`config.mk`:
```
export PLATFORM = sky130hd
export DESIGN_NAME = dasc_sync_ctrl
export DESIGN_NICKNAME = d
export VERILOG_FILES = /design/src/logic/dasc_pkg.sv /design/src/logic/dasc_loop_if.sv /design/src/logic/dasc_sync_ctrl.sv /design/src/logic/dasc_loop.sv
export VERILOG_INCLUDE_DIRS = /design/src /design/src/logic
export SDC_FILE = /design/constraint.sdc
export NUM_CORES = 2
export LEC_CHECK = 0
export BUFFER_PORTS_ARGS = -buffer_cell sky130_fd_sc_hd__buf_4
export CAP_MARGIN = 20
export CORE_MARGIN = 1
export CORE_UTILIZATION = 55
export DETAILED_ROUTE_END_ITERATION = 10
export HOLD_SLACK_MARGIN = 0.12
export MAX_ROUTING_LAYER = met4
export PLACE_DENSITY = 0.77
export SLEW_MARGIN = 20
export SYNTH_ARGS = -nofsm -noshare
export SYNTH_HDL_FRONTEND = slang
export SYNTH_SLANG_ARGS = --single-unit
```
`constraint.sdc`:
```
create_clock -name clock -period 91.7 [get_ports clock]
set_input_delay 9.17 -clock clock [delete_from_list [all_inputs] [get_ports clock]]
set_output_delay 9.17 -clock clock [all_outputs]
set_load 0.005 [all_outputs]
```
`src/logic/dasc_cfg.svh`:
```
// offsets, field positions, reset values and timing counts
`ifndef DASC_CFG_SVH
`define DASC_CFG_SVH
`define DASC_CLK_MHZ 50
`define DASC_ADR_TOP 7
`define DASC_GRP_GLB 2'h3
`define DASC_R_CTRL 3'h0
`define DASC_R_STEP 3'h1
`define DASC_R_DCO 3'h2
`define DASC_R_NUM24 3'h3
`define DASC_R_DEN24 3'h4
`define DASC_R_STAT 3'h5
`define DASC_R_NUMRD 3'h6
`define DASC_G_CTRL 3'h0
`define DASC_G_STAT 3'h1
`define DASC_C_DL_EN 0
`define DASC_C_AL_EN 1
`define DASC_C_DCO_EN 2
`define DASC_C_DEN_PROG 3
`define DASC_C_SEL_LO 4
`define DASC_C_SEL_HI 6
`define DASC_C_CSRC_LO 7
`define DASC_C_CSRC_HI 8
`define DASC_C_AL_CASC 9
`define DASC_C_MASK_LO 10
`define DASC_C_MASK_HI 13
`define DASC_CTRL_W 14
`define DASC_CTRL_RST 14'h3c00
`define DASC_G_CASC 0
`define DASC_G_PD_LO 4
`define DASC_G_PD_HI 7
`define DASC_PD_RST 4'h1
`define DASC_PD_BYPASS 4'h1
`define DASC_DCO_INC 0
`define DASC_DCO_DEC 1
`define DASC_SEL_AUTO 3'h4
`define DASC_SEL_CASC 3'h5
`define DASC_SEL_NONE 3'h7
`define DASC_XO_IDX 4
`define DASC_MAIN_CH 2'h2
`define DASC_NUM_NOM 40'h01_0000_0000
`define DASC_LOCK_TOL 16'sh0002
`define DASC_LOCK_N 8'h10
`define DASC_DLF_SHIFT 3
`define DASC_DLF_GAIN 8
`define DASC_REF_WIN_NS 40000
`define DASC_REF_WIN_CYC 16'((`DASC_REF_WIN_NS * `DASC_CLK_MHZ) / 1000)
`define DASC_AL_LOCK_NS 20000
`define DASC_AL_LOCK_CYC 16'((`DASC_AL_LOCK_NS * `DASC_CLK_MHZ + 999) / 1000)
`endif

```
`src/logic/dasc_pkg.sv`:
```
// types shared by the synchronizer control modules
package dasc_pkg;
    typedef enum logic [1:0] {
        DASC_ST_IDLE = 2'b00,
        DASC_ST_ACQ = 2'b01,
        DASC_ST_TRACK = 2'b10,
        DASC_ST_LOCK = 2'b11
    } dasc_lst_t;
endpackage

```
`src/logic/dasc_loop_if.sv`:
```
// signals between the control core and one digital loop
`timescale 1ns/1ps
`default_nettype none
interface dasc_loop_if;
    logic en;
    logic valid;
    logic dco_en;
    logic inc;
    logic dec;
    logic ref_edge;
    logic [31:0] step;
    logic [39:0] num;
    logic fb_edge;
    logic locked;
    modport ctl (
        output en, valid, dco_en, inc, dec, ref_edge, step,
        input num, fb_edge, locked
    );
    modport loop (
        input en, valid, dco_en, inc, dec, ref_edge, step,
        output num, fb_edge, locked
    );
endinterface
`default_nettype wire

```
`src/logic/dasc_sync_ctrl.sv`:
```
// three-channel loop synchronizer control core with register slave
`timescale 1ns/1ps
`default_nettype none
`include "dasc_cfg.svh"
// Function
// RULE1: each loop has converter, filter, 40-bit divider
// RULE2: digital reference is a pin or cascade
// RULE3: analog reference is oscillator pin or cascade
// RULE4: fixed 40-bit or programmable 24-bit denominator
// RULE5: never cascade one oscillator into both pair inputs
// RULE6: post-divider of one bypasses the divider
// RULE7: frequency step moves the numerator up or down
// RULE8: loop bandwidth kept low by software
// RULE9: analog loops free-run until reference valid
// RULE10: each loop picks reference by own priority
// RULE11: phase compared, word filtered, numerator adjusted
// RULE12: one loop locking leaves others untouched
// RULE13: cascaded and no reference means free-run
// RULE14: main loop acquires, cascaded loops follow it
// RULE15: all enabled locked means outputs synchronized; synced is also held low outside cascade mode
// RULE16: cascaded loops stay locked while main free-runs
// RULE17: software powers down unused loops
// RULE18: software keeps divider fraction away from boundaries
module dasc_sync_ctrl
    import dasc_pkg::*;
(
    input wire logic clock,
    input wire logic rst,
    input wire logic wb_cyc_i,
    input wire logic wb_stb_i,
    input wire logic wb_we_i,
    input wire logic [7:0] wb_adr_i,
    input wire logic [3:0] wb_sel_i,
    input wire logic [31:0] wb_dat_i,
    output logic [31:0] wb_dat_o,
    output logic wb_ack_o,
    input wire logic [3:0] ref_in,
    input wire logic xo_in,
    output wire logic [119:0] an_num,
    output wire logic [71:0] an_den,
    output wire logic [2:0] an_den_prog,
    output wire logic [2:0] dl_locked,
    output wire logic [2:0] al_locked,
    output wire logic [2:0] free_run,
    output logic synced,
    output logic res_dist_clk
);
    logic [4:0] pin_s1;
    logic [4:0] pin_s2;
    logic [4:0] pin_s3;
    logic [4:0] pin_ok;
    logic [15:0] win_cnt [5];
    logic [`DASC_CTRL_W-1:0] ctrl [3];
    logic [31:0] step [3];
    logic [23:0] num24 [3];
    logic [23:0] den24 [3];
    logic casc_mode;
    logic [3:0] pdiv;
    logic [3:0] pd_cnt;
    logic [2:0] inc_p;
    logic [2:0] dec_p;
    wire logic [2:0] fb_vec;
    wire logic [2:0] al_vec;
    wire logic [2:0] ok_vec;
    wire logic [7:0] stat_w [3];
    wire logic [39:0] num_w [3];

    function automatic logic [31:0] bmerge(
        input logic [31:0] old,
        input logic [31:0] nw,
        input logic [3:0] sel
    );
        for (int k = 0; k < 4; k++) begin
            bmerge[k*8 +: 8] = sel[k] ? nw[k*8 +: 8] : old[k*8 +: 8];
        end
    endfunction

    // lowest index among eligible valid references wins
    function automatic logic [2:0] pri_pick(input logic [3:0] ok);
        pri_pick = `DASC_SEL_NONE;
        for (int k = 3; k >= 0; k--) begin
            if (ok[k]) begin
                pri_pick = 3'(k);
            end
        end
    endfunction

    // bus decode
    wire logic req = wb_cyc_i && wb_stb_i && !wb_ack_o;
    wire logic wr = req && wb_we_i;
    wire logic in_map = !wb_adr_i[`DASC_ADR_TOP];
    wire logic [1:0] grp = wb_adr_i[6:5];
    wire logic [2:0] ridx = wb_adr_i[4:2];
    wire logic is_glb = (grp == `DASC_GRP_GLB);
    wire logic [2:0] ch_wr = (wr && in_map && !is_glb) ?
        3'(3'b001 << grp) : 3'b000;
    wire logic g_wr = wr && in_map && is_glb && ridx == `DASC_G_CTRL;
    wire logic [2:0] dco_wr = (ridx == `DASC_R_DCO && wb_sel_i[0]) ?
        ch_wr : 3'b000;
    wire logic [4:0] pin_edge = pin_s2 & ~pin_s3;
    wire logic [31:0] glb_ctrl = {24'h00_0000, pdiv, 3'b000, casc_mode};
    wire logic [31:0] glb_stat = {26'h000_0000, pin_ok, synced};
    wire logic [31:0] glb_word =
        (ridx == `DASC_G_CTRL) ? glb_ctrl :
        (ridx == `DASC_G_STAT) ? glb_stat : 32'h0000_0000;
    wire logic [31:0] ch_word =
        (ridx == `DASC_R_CTRL) ? 32'(ctrl[grp]) :
        (ridx == `DASC_R_STEP) ? step[grp] :
        (ridx == `DASC_R_NUM24) ? 32'(num24[grp]) :
        (ridx == `DASC_R_DEN24) ? 32'(den24[grp]) :
        (ridx == `DASC_R_STAT) ? 32'(stat_w[grp]) :
        (ridx == `DASC_R_NUMRD) ? num_w[grp][31:0] : 32'h0000_0000;
    wire logic [31:0] rd_word = !in_map ? 32'h0000_0000 :
        (is_glb ? glb_word : ch_word);

    // wishbone answer one cycle after the request
    always_ff @(posedge clock or posedge rst) begin
        if (rst) begin
            wb_ack_o <= 1'b0;
            wb_dat_o <= 32'h0000_0000;
        end else begin
            wb_ack_o <= req;
            wb_dat_o <= (req && !wb_we_i) ? rd_word : 32'h0000_0000;
        end
    end

    // three-stage capture of reference and oscillator pins
    always_ff @(posedge clock or posedge rst) begin
        if (rst) begin
            pin_s1 <= 5'h00;
            pin_s2 <= 5'h00;
            pin_s3 <= 5'h00;
        end else begin
            pin_s1 <= {xo_in, ref_in};
            pin_s2 <= pin_s1;
            pin_s3 <= pin_s2;
        end
    end

    // a pin stays valid while edges keep arriving within the window
    always_ff @(posedge clock or posedge rst) begin
        if (rst) begin
            for (int i = 0; i < 5; i++) begin
                win_cnt[i] <= 16'h0000;
            end
            pin_ok <= 5'h00;
        end else begin
            for (int i = 0; i < 5; i++) begin
                if (pin_edge[i]) begin
                    win_cnt[i] <= 16'h0000;
                    pin_ok[i] <= 1'b1;
                end else if (win_cnt[i] == `DASC_REF_WIN_CYC) begin
                    pin_ok[i] <= 1'b0;
                end else begin
                    win_cnt[i] <= win_cnt[i] + 16'h0001;
                end
            end
        end
    end

    // per-channel configuration registers
    always_ff @(posedge clock or posedge rst) begin
        if (rst) begin
            for (int i = 0; i < 3; i++) begin
                ctrl[i] <= `DASC_CTRL_RST;
                step[i] <= 32'h0000_0000;
                num24[i] <= 24'h00_0000;
                den24[i] <= 24'h00_0001;
            end
        end else begin
            for (int i = 0; i < 3; i++) begin
                if (ch_wr[i] && ridx == `DASC_R_CTRL) begin
                    ctrl[i] <= `DASC_CTRL_W'(
                        bmerge(32'(ctrl[i]), wb_dat_i, wb_sel_i));
                end
                if (ch_wr[i] && ridx == `DASC_R_STEP) begin
                    step[i] <= bmerge(step[i], wb_dat_i, wb_sel_i);
                end
                if (ch_wr[i] && ridx == `DASC_R_NUM24) begin
                    num24[i] <= 24'(
                        bmerge(32'(num24[i]), wb_dat_i, wb_sel_i));
                end
                if (ch_wr[i] && ridx == `DASC_R_DEN24) begin
                    den24[i] <= 24'(
                        bmerge(32'(den24[i]), wb_dat_i, wb_sel_i));
                end
            end
        end
    end

    // global control and one-cycle frequency step commands
    always_ff @(posedge clock or posedge rst) begin
        if (rst) begin
            casc_mode <= 1'b0;
            pdiv <= `DASC_PD_RST;
            inc_p <= 3'b000;
            dec_p <= 3'b000;
        end else begin
            if (g_wr && wb_sel_i[0]) begin
                casc_mode <= wb_dat_i[`DASC_G_CASC];
                pdiv <= wb_dat_i[`DASC_G_PD_HI:`DASC_G_PD_LO];
            end
            inc_p <= dco_wr & {3{wb_dat_i[`DASC_DCO_INC]}};
            dec_p <= dco_wr & {3{wb_dat_i[`DASC_DCO_DEC]}};
        end
    end

    for (genvar g = 0; g < 3; g++) begin : g_ch
        dasc_loop_if lp ();
        logic [15:0] al_cnt;
        logic al_lk;
        logic dl_lk;
        logic fr_q;
        logic [39:0] num_q;
        logic [23:0] den_q;
        logic den_prog_q;

        wire logic [`DASC_CTRL_W-1:0] c = ctrl[g];
        // RULE14 in cascade the non-main loops follow the main domain
        wire logic casc = casc_mode && (2'(g) != `DASC_MAIN_CH);
        wire logic [2:0] sel_f = c[`DASC_C_SEL_HI:`DASC_C_SEL_LO];
        wire logic [1:0] src_f = casc ? `DASC_MAIN_CH :
            c[`DASC_C_CSRC_HI:`DASC_C_CSRC_LO];
        // RULE10 own priority within this loop's eligible mask
        wire logic [2:0] pick = (sel_f == `DASC_SEL_AUTO) ?
            pri_pick(pin_ok[3:0] & c[`DASC_C_MASK_HI:`DASC_C_MASK_LO]) :
            sel_f;
        // RULE2 reference mux: pin or another loop's cascade output
        wire logic use_casc = casc || (sel_f == `DASC_SEL_CASC);
        wire logic pin_sel = !use_casc && pick[2] == 1'b0;
        wire logic dref_edge = use_casc ? fb_vec[src_f] :
            (pin_sel && pin_edge[pick[1:0]]);
        // RULE16 cascaded loops judge only their cascade input
        wire logic dref_ok = use_casc ? al_vec[src_f] :
            (pin_sel && pin_ok[pick[1:0]]);
        // RULE3 analog reference: oscillator pin or cascade output
        wire logic aref_ok = c[`DASC_C_AL_CASC] ? al_vec[src_f] :
            pin_ok[`DASC_XO_IDX];

        // RULE9 digital loop runs only on a settled analog loop
        assign lp.en = c[`DASC_C_DL_EN] && al_lk;
        assign lp.valid = dref_ok;
        assign lp.ref_edge = dref_edge;
        assign lp.dco_en = c[`DASC_C_DCO_EN];
        assign lp.inc = inc_p[g];
        assign lp.dec = dec_p[g];
        assign lp.step = step[g];

        // RULE12 each loop owns its state
        dasc_loop u_loop (
            .clock(clock),
            .rst(rst),
            .lp(lp.loop)
        );

        assign fb_vec[g] = lp.fb_edge;
        assign al_vec[g] = al_lk;
        assign ok_vec[g] = (!c[`DASC_C_DL_EN] || dl_lk) &&
            (!c[`DASC_C_AL_EN] || al_lk);
        assign stat_w[g] = {1'b0, pick, dref_ok, fr_q, al_lk, dl_lk};
        assign num_w[g] = num_q;
        assign an_num[g*40 +: 40] = num_q;
        assign an_den[g*24 +: 24] = den_q;
        assign an_den_prog[g] = den_prog_q;
        assign dl_locked[g] = dl_lk;
        assign al_locked[g] = al_lk;
        assign free_run[g] = fr_q;

        // RULE13 analog loop settles on its reference after a delay
        always_ff @(posedge clock or posedge rst) begin
            if (rst) begin
                al_cnt <= 16'h0000;
                al_lk <= 1'b0;
            end else if (!c[`DASC_C_AL_EN] || !aref_ok) begin
                al_cnt <= 16'h0000;
                al_lk <= 1'b0;
            end else if (al_cnt == `DASC_AL_LOCK_CYC) begin
                al_lk <= 1'b1;
            end else begin
                al_cnt <= al_cnt + 16'h0001;
            end
        end

        always_ff @(posedge clock or posedge rst) begin
            if (rst) begin
                dl_lk <= 1'b0;
                fr_q <= 1'b0;
                num_q <= `DASC_NUM_NOM;
                den_q <= 24'h00_0000;
                den_prog_q <= 1'b0;
            end else begin
                dl_lk <= lp.locked;
                // RULE9 free-run until the digital loop holds lock
                fr_q <= al_lk && !lp.locked;
                // RULE4 denominator choice for the analog divider
                den_prog_q <= c[`DASC_C_DEN_PROG];
                den_q <= c[`DASC_C_DEN_PROG] ? den24[g] : 24'h00_0000;
                num_q <= c[`DASC_C_DEN_PROG] ? 40'(num24[g]) : lp.num;
            end
        end
    end

    // RULE15 synchronized once cascade mode is on and every enabled loop is locked
    always_ff @(posedge clock or posedge rst) begin
        if (rst) begin
            synced <= 1'b0;
        end else begin
            synced <= casc_mode && (&ok_vec);
        end
    end

    // RULE6 post-divider for the resonator channel output
    always_ff @(posedge clock or posedge rst) begin
        if (rst) begin
            pd_cnt <= 4'h0;
            res_dist_clk <= 1'b0;
        end else if (fb_vec[`DASC_MAIN_CH]) begin
            if (pdiv <= `DASC_PD_BYPASS) begin
                pd_cnt <= 4'h0;
                res_dist_clk <= !res_dist_clk;
            end else if (pd_cnt >= pdiv - 4'h1) begin
                pd_cnt <= 4'h0;
                res_dist_clk <= !res_dist_clk;
            end else begin
                pd_cnt <= pd_cnt + 4'h1;
            end
        end
    end
endmodule
`default_nettype wire

```
`src/logic/dasc_loop.sv`:
```
// one digital loop: phase converter, loop filter, 40-bit divider
`timescale 1ns/1ps
`default_nettype none
`include "dasc_cfg.svh"
module dasc_loop
    import dasc_pkg::*;
(
    input wire logic clock,
    input wire logic rst,
    dasc_loop_if.loop lp
);
    logic [39:0] acc;
    logic [39:0] num;
    logic fb_edge;
    logic signed [15:0] ph;
    logic signed [15:0] filt;
    logic [7:0] good;
    dasc_lst_t st;
    dasc_lst_t next_st;

    // RULE1 fractional feedback divider carry
    wire logic [40:0] acc_sum = {1'b0, acc} + {1'b0, num};
    // RULE11 phase count of reference against feedback
    wire logic signed [15:0] ph_nxt = (lp.ref_edge == fb_edge) ? ph :
        (lp.ref_edge ? ph + 16'sh0001 : ph - 16'sh0001);
    // RULE11 smoothing of the correction word
    wire logic signed [15:0] f_nxt =
        filt + ((ph_nxt - filt) >>> `DASC_DLF_SHIFT);
    wire logic [39:0] corr = 40'(f_nxt) <<< `DASC_DLF_GAIN;
    wire logic upd = lp.ref_edge &&
        (st == DASC_ST_TRACK || st == DASC_ST_LOCK);
    wire logic in_tol = (ph_nxt <= `DASC_LOCK_TOL) &&
        (ph_nxt >= -`DASC_LOCK_TOL);
    wire logic run = lp.en && lp.valid;
    // RULE7 frequency step up or down
    wire logic [39:0] dco_adj = !lp.dco_en ? 40'h00_0000_0000 :
        lp.inc ? 40'(lp.step) :
        lp.dec ? 40'h00_0000_0000 - 40'(lp.step) : 40'h00_0000_0000;

    assign lp.num = num;
    assign lp.fb_edge = fb_edge;
    assign lp.locked = (st == DASC_ST_LOCK);

    always_comb begin
        next_st = st;
        case (st)
            DASC_ST_IDLE: begin
                if (run) begin
                    next_st = DASC_ST_ACQ;
                end
            end
            DASC_ST_ACQ: begin
                if (lp.ref_edge) begin
                    next_st = DASC_ST_TRACK;
                end
            end
            DASC_ST_TRACK: begin
                if (lp.ref_edge && in_tol && good == `DASC_LOCK_N) begin
                    next_st = DASC_ST_LOCK;
                end
            end
            DASC_ST_LOCK: begin
                if (lp.ref_edge && !in_tol) begin
                    next_st = DASC_ST_TRACK;
                end
            end
            default: next_st = DASC_ST_IDLE;
        endcase
        if (!run) begin
            next_st = DASC_ST_IDLE;
        end
    end

    always_ff @(posedge clock or posedge rst) begin
        if (rst) begin
            st <= DASC_ST_IDLE;
            acc <= 40'h00_0000_0000;
            fb_edge <= 1'b0;
        end else begin
            st <= next_st;
            acc <= acc_sum[39:0];
            fb_edge <= acc_sum[40];
        end
    end

    always_ff @(posedge clock or posedge rst) begin
        if (rst) begin
            ph <= 16'sh0000;
            filt <= 16'sh0000;
            good <= 8'h00;
        end else if (st == DASC_ST_IDLE || st == DASC_ST_ACQ) begin
            // RULE11 first word cancels the phase unfiltered
            ph <= (lp.ref_edge || st == DASC_ST_IDLE) ? 16'sh0000 : ph_nxt;
            filt <= 16'sh0000;
            good <= 8'h00;
        end else begin
            ph <= ph_nxt;
            if (lp.ref_edge) begin
                filt <= f_nxt;
                good <= !in_tol ? 8'h00 :
                    (good == `DASC_LOCK_N ? good : good + 8'h01);
            end
        end
    end

    always_ff @(posedge clock or posedge rst) begin
        if (rst) begin
            num <= `DASC_NUM_NOM;
        end else if (!lp.en) begin
            num <= `DASC_NUM_NOM;
        end else begin
            // RULE11 filtered word steers the numerator
            num <= num + dco_adj + (upd ? corr : 40'h00_0000_0000);
        end
    end
endmodule
`default_nettype wire

```
# --- Yosys cells after proc, flatten, opt, wreduce, memory -nomap -nowiden ---
# Cells that the tools add are included.
word_totals:
  regBits: 1053
  input_bits: 54
  output_inout_bits: 239
  wordCells: 565
op_classes:
  addsub: 37
  magnitude_cmp: 15
  n_eq_ne: 56
  shifts: 1
  n_mux: 183
  bitwise: 11
  n_reduce_logical: 162
op_table:
  columns: ["cell", "n"]
  rows:
  - ["2-to-1 mux 40 bit", 18]
  - ["2-to-1 mux 16 bit", 34]
  - ["2-to-1 mux 32 bit", 13]
  - ["adder 40 bit", 6]
  - ["2-to-1 mux 24 bit", 7]
  - ["adder 16 x 1 -> 16 bit (second input constant)", 8]
  - ["adder 40 x 40 -> 41 bit", 3]
  - ["2-to-1 mux 8 bit", 15]
  - ["subtractor 1 x 32 -> 33 bit (first input constant)", 3]
  - ["binary-select mux 24 bit (select 2 bit)", 2]
  - ["binary-select mux 40 bit (select 2 bit)", 1]
  - ["== test 16 x 11 -> 1 bit (second input constant)", 5]
  - ["AND reduction 2 bit", 40]
  - ["binary-select mux 32 bit (select 2 bit)", 1]
  - ["logical AND 1 bit", 59]
  - ["2-to-1 mux 3 bit", 17]
  - ["adder 16 x 13 -> 16 bit", 3]
  - ["adder 16 x 2 -> 16 bit (second input constant)", 3]
  - ["== test 16 x 10 -> 1 bit (second input constant)", 3]
  - ["greater-or-equal comparator 16 x 2 -> 1 bit (second input constant)", 3]
  - ["<= comparator 16 x 3 -> 1 bit (second input constant)", 3]
  - ["subtractor 16 bit", 3]
  - ["subtractor 16 x 2 -> 16 bit (second input constant)", 3]
  - ["2-to-1 mux 1 bit", 39]
  - ["39 further kinds", 173]

# --- Logic depth before layout (Yosys ltp) ---
logic_depth:
  word_depth: 21
  ltp_mapped: 54
  mapped_depth_nobuf: 50

# --- By module ---
# From an unflattened synthesis, not the netlist that was laid out.
unflattened:
  cells_unflattened: 6685
  area_unflattened_um2: 66441.2
by_module_without_submodules:
  columns: ["mod", "n_inst", "cells_each", "area_each_um2", "seq_area_each_um2"]
  rows:
  - ["dasc_sync_ctrl", 1, 2591, 31009.7, 17140.2]
  - ["dasc_loop (g_ch[0].u_loop)", 1, 1389, 11906.4, 3079.2]
  - ["dasc_loop (g_ch[1].u_loop)", 1, 1379, 11887.7, 3079.2]
  - ["dasc_loop (g_ch[2].u_loop)", 1, 1326, 11637.4, 3079.2]

# --- Worst setup path after synthesis ---
# Ideal clock, no wire load.
synth_timing:
  path_type: "input to register"
  startpoint: "input port wb_adr_i[5]"
  endpoint: "register wb_dat_o[24]"
  setup_time_ps: 132
  arrival_ps: 11449
  t_required_ps: 91568
  slack_ps: 80120
  stages: 9
  n_path_buf: 5
  path_cell_list: "clkbuf_1 > clkbuf_1 > clkbuf_1 > buf_1 > buf_1 > mux2i_1 > o22ai_1 > a22oi_1 > nor2_1"
synth_between:
  elab_chain_cells: 13
  word_cells_on_any_way: 17
  cone_classes: "eq/ne: 1; mux: 15; bitwise: 1"
synth_lines:
  columns: ["item", "line", "text"]
  rows:
  - ["start, declared", "dasc_sync_ctrl.sv:32", "input wire logic [7:0] wb_adr_i,"]
  - ["inverter 2 -> 3 bit (implied by the code)", "dasc_sync_ctrl.sv:108, dasc_sync_ctrl.sv:112", null]
  - ["binary-select mux 40 bit (select 2 bit)", "dasc_sync_ctrl.sv:112", "(ridx == `DASC_R_NUMRD) ? num_w[grp][31:0] : 32'h0000_0000;"]
  - ["2-to-1 mux 32 bit (implied by the code) (2 in a row)", "dasc_sync_ctrl.sv:112", null]
  - ["2-to-1 mux 32 bit", "dasc_sync_ctrl.sv:112", null]
  - ["2-to-1 mux 32 bit", "dasc_sync_ctrl.sv:111", "(ridx == `DASC_R_STAT) ? 32'(stat_w[grp]) :"]
  - ["2-to-1 mux 32 bit", "dasc_sync_ctrl.sv:110", "(ridx == `DASC_R_DEN24) ? 32'(den24[grp]) :"]
  - ["2-to-1 mux 32 bit", "dasc_sync_ctrl.sv:109", "(ridx == `DASC_R_NUM24) ? 32'(num24[grp]) :"]
  - ["2-to-1 mux 32 bit", "dasc_sync_ctrl.sv:108", "(ridx == `DASC_R_STEP) ? step[grp] :"]
  - ["2-to-1 mux 32 bit", "dasc_sync_ctrl.sv:107", "(ridx == `DASC_R_CTRL) ? 32'(ctrl[grp]) :"]
  - ["2-to-1 mux 32 bit *", "dasc_sync_ctrl.sv:114", "(is_glb ? glb_word : ch_word);"]
  - ["2-to-1 mux 32 bit *", "dasc_sync_ctrl.sv:113", "wire logic [31:0] rd_word = !in_map ? 32'h0000_0000 :"]
  - ["2-to-1 mux 32 bit *", "dasc_sync_ctrl.sv:123", "wb_dat_o <= (req && !wb_we_i) ? rd_word : 32'h0000_0000;"]
  - ["end signal, assigned", "dasc_sync_ctrl.sv:123", null]
  - ["end, declared", "dasc_sync_ctrl.sv:35", "output logic [31:0] wb_dat_o,"]
# Every way passes the cells marked *; elsewhere a longest branch is shown, timed or not. The select of a mux whose other input is x is not followed.
# A chain may end at the register's enable or synchronous reset.

# --- Worst setup path in the final report ---
layout_timing:
  startpoint: "register g_ch[0].u_loop.fb_edge"
  endpoint: "register g_ch[1].u_loop.num[38]"
layout_between:
  elab_chain_cells: 10
  word_cells_on_any_way: 12
  cone_classes: "add/sub: 3; eq/ne: 1; mux: 7; reduce/logical: 1"
layout_lines:
  columns: ["item", "line", "text"]
  rows:
  - ["start, declared", "dasc_loop.sv:14", "logic fb_edge;"]
  - ["start signal, assigned", "dasc_loop.sv:82", "fb_edge <= acc_sum[40];"]
  - ["binary-select mux 1 bit (select 2 bit) *", "dasc_sync_ctrl.sv:231", "wire logic dref_edge = use_casc ? fb_vec[src_f] :"]
  - ["2-to-1 mux 1 bit (implied by the code) *", "dasc_sync_ctrl.sv:231", null]
  - ["2-to-1 mux 1 bit *", "dasc_sync_ctrl.sv:231", null]
  - ["2-to-1 mux 16 bit / == test 1 bit (equally long branches)", "dasc_loop.sv:25, dasc_loop.sv:24", null]
  - ["2-to-1 mux 16 bit", "dasc_loop.sv:24", "wire logic signed [15:0] ph_nxt = (lp.ref_edge == fb_edge) ? ph :"]
  - ["subtractor 16 bit", "dasc_loop.sv:28", "filt + ((ph_nxt - filt) >>> `DASC_DLF_SHIFT);"]
  - ["adder 16 x 13 -> 16 bit", "dasc_loop.sv:28", null]
  - ["2-to-1 mux 40 bit *", "dasc_loop.sv:113", "num <= num + dco_adj + (upd ? corr : 40'h00_0000_0000);"]
  - ["adder 40 bit *", "dasc_loop.sv:113", null]
  - ["2-to-1 mux 40 bit *", "dasc_loop.sv:109", "end else if (!lp.en) begin"]
  - ["end signal, assigned", "dasc_loop.sv:108", "num <= `DASC_NUM_NOM;"]
  - ["end signal, assigned", "dasc_loop.sv:110", "num <= `DASC_NUM_NOM;"]
  - ["end signal, assigned", "dasc_loop.sv:113", null]
  - ["end, declared", "dasc_loop.sv:13", "logic [39:0] num;"]
# Marks and branches as above.

==> impl_metrics.env <==
export IMPL_status="completed"
export IMPL_critPathMaxFanout=20
export IMPL_clk_latency_ns=0.74
export IMPL_yosys_area_top_type="dfrtp_1"
export IMPL_setup_viol_count_final=0
export IMPL_path_class="register to register"
export IMPL_ios=293
export IMPL_relSlewSlack_pct=20.5
export IMPL_p_leak_nw=36.3
export IMPL_post_cts_setup_buffer_count=0
export IMPL_min_path_cells=0
export IMPL_postRouteAntennaNets=0
export IMPL_hold_path_end="pin_s2[0]"
export IMPL_report_final_slew_viol_count=0
export IMPL_row_count=125
export IMPL_hold_path_startpoint="pin_s1[0]"
export IMPL_netlist_area_mm2=0.0644
export IMPL_syn_inst=6769
export IMPL_crit_top_cell="or3_1"
export IMPL_synth_cell_types=102
export IMPL_syn_mean_instance_area_um2=9.52
export IMPL_clock_path_buffers=3
export IMPL_antenna_found_initial=22
export IMPL_synth_top_cells_by_area="dfrtp_1 40%, ha_1 7.6%, mux2_2 5.7%"
export IMPL_die_w_um=344
export IMPL_cp_start_kind="register"
export IMPL_cp_data_arrival_time_ns=13.42
export IMPL_crit_path_end_kind="register"
export IMPL_synth_seq_cells=1053
export IMPL_hpwl_um=144000
export IMPL_slowest_delay_ns=0.84
export IMPL_fin_crit_sh_pct=13.9
export IMPL_syn_to_final_growth_pct=12.0
export IMPL_cap_violations=0
export IMPL_h_tree_depth=3
export IMPL_overflow=0
export IMPL_layout_min_cycle_time_ns=12.79
export IMPL_final_nets=7531
export IMPL_cts_tree="built"
export IMPL_cp_required_ns=92.33
export IMPL_routed_wl_um=193000
export IMPL_drc_errors=0
export IMPL_tightest_slew_ns=1.19
export IMPL_dp_slack_ns=79.00
export IMPL_die_area_mm2=0.119
export IMPL_clockRootBuffer="clkbuf_16"
export IMPL_rr_endpoint="g_ch[1].u_loop.lp.num[38]"
export IMPL_layout_setup_ws_ns=78.91
export IMPL_grtUsageTotal_pct=33.4
export IMPL_cp_slowest_cell="a21boi_1"
export IMPL_dieHeight_um=344
export IMPL_cts_resized=0
export IMPL_placed_area_mm2=0.0680
export IMPL_grt_max_degree=169
export IMPL_portBuffers=290
export IMPL_routedWlPerCell_um=22.4
export IMPL_peakVddDrop_uv=16.3
export IMPL_dr_pass1_iters=7
export IMPL_grt_pass1_vias=50900
export IMPL_hold_viol=0
export IMPL_path_clk_slew_ns=0.06
export IMPL_reg2regPathDepth=44
export IMPL_yosysWarnings=0
export IMPL_clock_sinks=1053
export IMPL_seq_area_frac_synth_pct=40.9
export IMPL_viasPerCell=6.08
export IMPL_tns_ns=0
export IMPL_cts_made_buffers=115
export IMPL_drt_iter0_markers=5109
export IMPL_fmax_ghz=0.0782
export IMPL_pwr_density_cell_mw_per_mm2=14.7
export IMPL_drive_gt1_share_pct=13.6
export IMPL_synthesis_nets=7314
export IMPL_synthFlopType="dfrtp_1"
export IMPL_async_flop_share_pct=100
export IMPL_r2r_start="g_ch[0].u_loop.lp.fb_edge"
export IMPL_postCtsHoldBufs=0
export IMPL_routabilityCongestion=0.997
export IMPL_start_util_pct=55.5
export IMPL_skew_ns=0.0274
export IMPL_rrSetupSlack_ns=78.91
export IMPL_core_area_mm2=0.116
export IMPL_synth_edf_count=0
export IMPL_synth_top_area_share_pct=40.0
export IMPL_rsz0062_at_grt="no"
export IMPL_via_count=52400
export IMPL_stdcell_area_mm2=0.0722
export IMPL_min_path_type="register to register"
export IMPL_grt_pass1_wl_um=295000
[cells in the final DEF (no fill, tap or decap), types with 22 or more instances in the layout]
cell / netlist / final
dfrtp_1: 1031 / 1027
nor2_1: 607 / 604
nand2_1: 565 / 565
inv_1: 558 / 557
ha_1: 389 / 389
a21oi_1: 369 / 368
o21ai_0: 364 / 364
buf_4: 13 / 339
mux2_2: 329 / 329
xor2_1: 248 / 248
xnor2_1: 221 / 221
nand3_1: 175 / 175
mux2i_1: 141 / 141
nor3_1: 139 / 137
a21o_1: 128 / 128
and2_1: 118 / 118
clkbuf_16: 0 / 115
fa_1: 102 / 102
and3_1: 92 / 92
nor2b_1: 82 / 80
nand4_1: 69 / 69
or3_1: 67 / 67
nand2b_1: 58 / 58
a31oi_1: 51 / 51
nor4_1: 49 / 49
o21a_1: 49 / 49
a211oi_1: 38 / 38
a221oi_1: 33 / 33
a22oi_1: 32 / 32
o211ai_1: 31 / 31
clkbuf_8: 0 / 25
or2_2: 24 / 24
o21bai_1: 24 / 24
o22ai_1: 23 / 23
dfstp_2: 22 / 22
[cell families after synthesis]
| logic type | Yosys count | share of synthesized area [%] |
|---|---|---|
| and+or+nand+nor | 2148 | 16.0 |
| AOI/OAI and AO/OA | 1324 | 13.0 |
| DFF | 1053 | 40.9 |
| buffers and inverters | 807 | 4.84 |
| adders and majority gates | 491 | 10.7 |
| muxes | 476 | 8.14 |
| xor gates and xnor gates | 470 | 6.40 |
[worst max-delay path, delay by kind of cell, from the launching register on]
kind / cells / cell delay, ns
buffers and inverters: 7 / 1.02
XOR/XNOR: 2 / 0.47
adder cells (fa/ha/maj): 5 / 1.77
multiplexers: 2 / 0.26
flip-flops: 1 / 0.32
AND/OR/NAND/NOR: 11 / 3.08
AO/OA/AOI/OAI: 17 / 5.71
[power by group]
group / leakage, nW / switching [mW] / internal (mW)
clock network: 1.98 / 0.204 / 0.293
logic: 19.8 / 0.0521 / 0.0278
registers: 14.5 / 0.00903 / 0.471
total: 36.3 / 0.265 / 0.792
[worst max path at each step]
stage / cells after the start / to / start
finish: 44 / g_ch[1].u_loop.lp.num[38] / g_ch[0].u_loop.lp.fb_edge
detailed placement: 5 / pin_s1[4] / rst
CTS: 44 / g_ch[1].u_loop.lp.num[38] / pin_ok[2]
global placement: 8 / wb_dat_o[23] / wb_adr_i[5]
floorplan: 1 / casc_mode / rst
global route: 44 / g_ch[1].u_loop.lp.num[38] / pin_ok[2]
[through the flow]
step / cells / hold WS [ns] / util (%) / power, mW
after floorplan: 6769 / 0.331 / - / 0.543
after global placement: 8391 / 0.337 / 58.5 / 0.564
after detailed placement: 8391 / 0.336 / 58.5 / 0.567
after CTS: 8604 / 0.346 / 62.0 / 1.06
after global routing: 8618 / 0.353 / 62.1 / 1.09
final: 8621 / 0.345 / 62.1 / 1.06
[state kept, by name, summed over array words and instances (netlist names), 72 cells and up]
signal and count:
win_cnt 80, den24 72, g_ch.num_q 120, g_ch.den_q 72
g_ch.u_loop.acc 120, g_ch.lp.step 96, g_ch.u_loop.lp.num 120, num24 72
[per-layer routing]
metal  global-route usage [%]  wire [µm]
met1                     43.6      78600
met2                     50.5      87000
met3                     6.60      18100
met4                     14.7       9150
met5                        -          0
[cell type report]
type / instances / area [µm²]
well taps: 1524 / 1910
diodes: 15 / 37.5
repair buffers: 345 / 2660
flip-flops and latches: 1053 / 26400
clock inverters: 56 / 777
clock buffers: 157 / 3280
inverters: 562 / 2120
fillers: 9338 / 44000
multi-input cells: 4909 / 35000
[cells in the mapped netlist (all sizes together), types with 102 or more instances]
cell type and n:
clkbuf 192, dfrtp 1031, nand2 565, xor2 248, mux2i 141, mux2 330, a21oi 371, xnor2 222
fa 102, nand3 176, o21ai 371, ha 389, and2 119, a21o 128, nor3 139, inv 559
nor2 608
(Power assumes the default switching activity.)
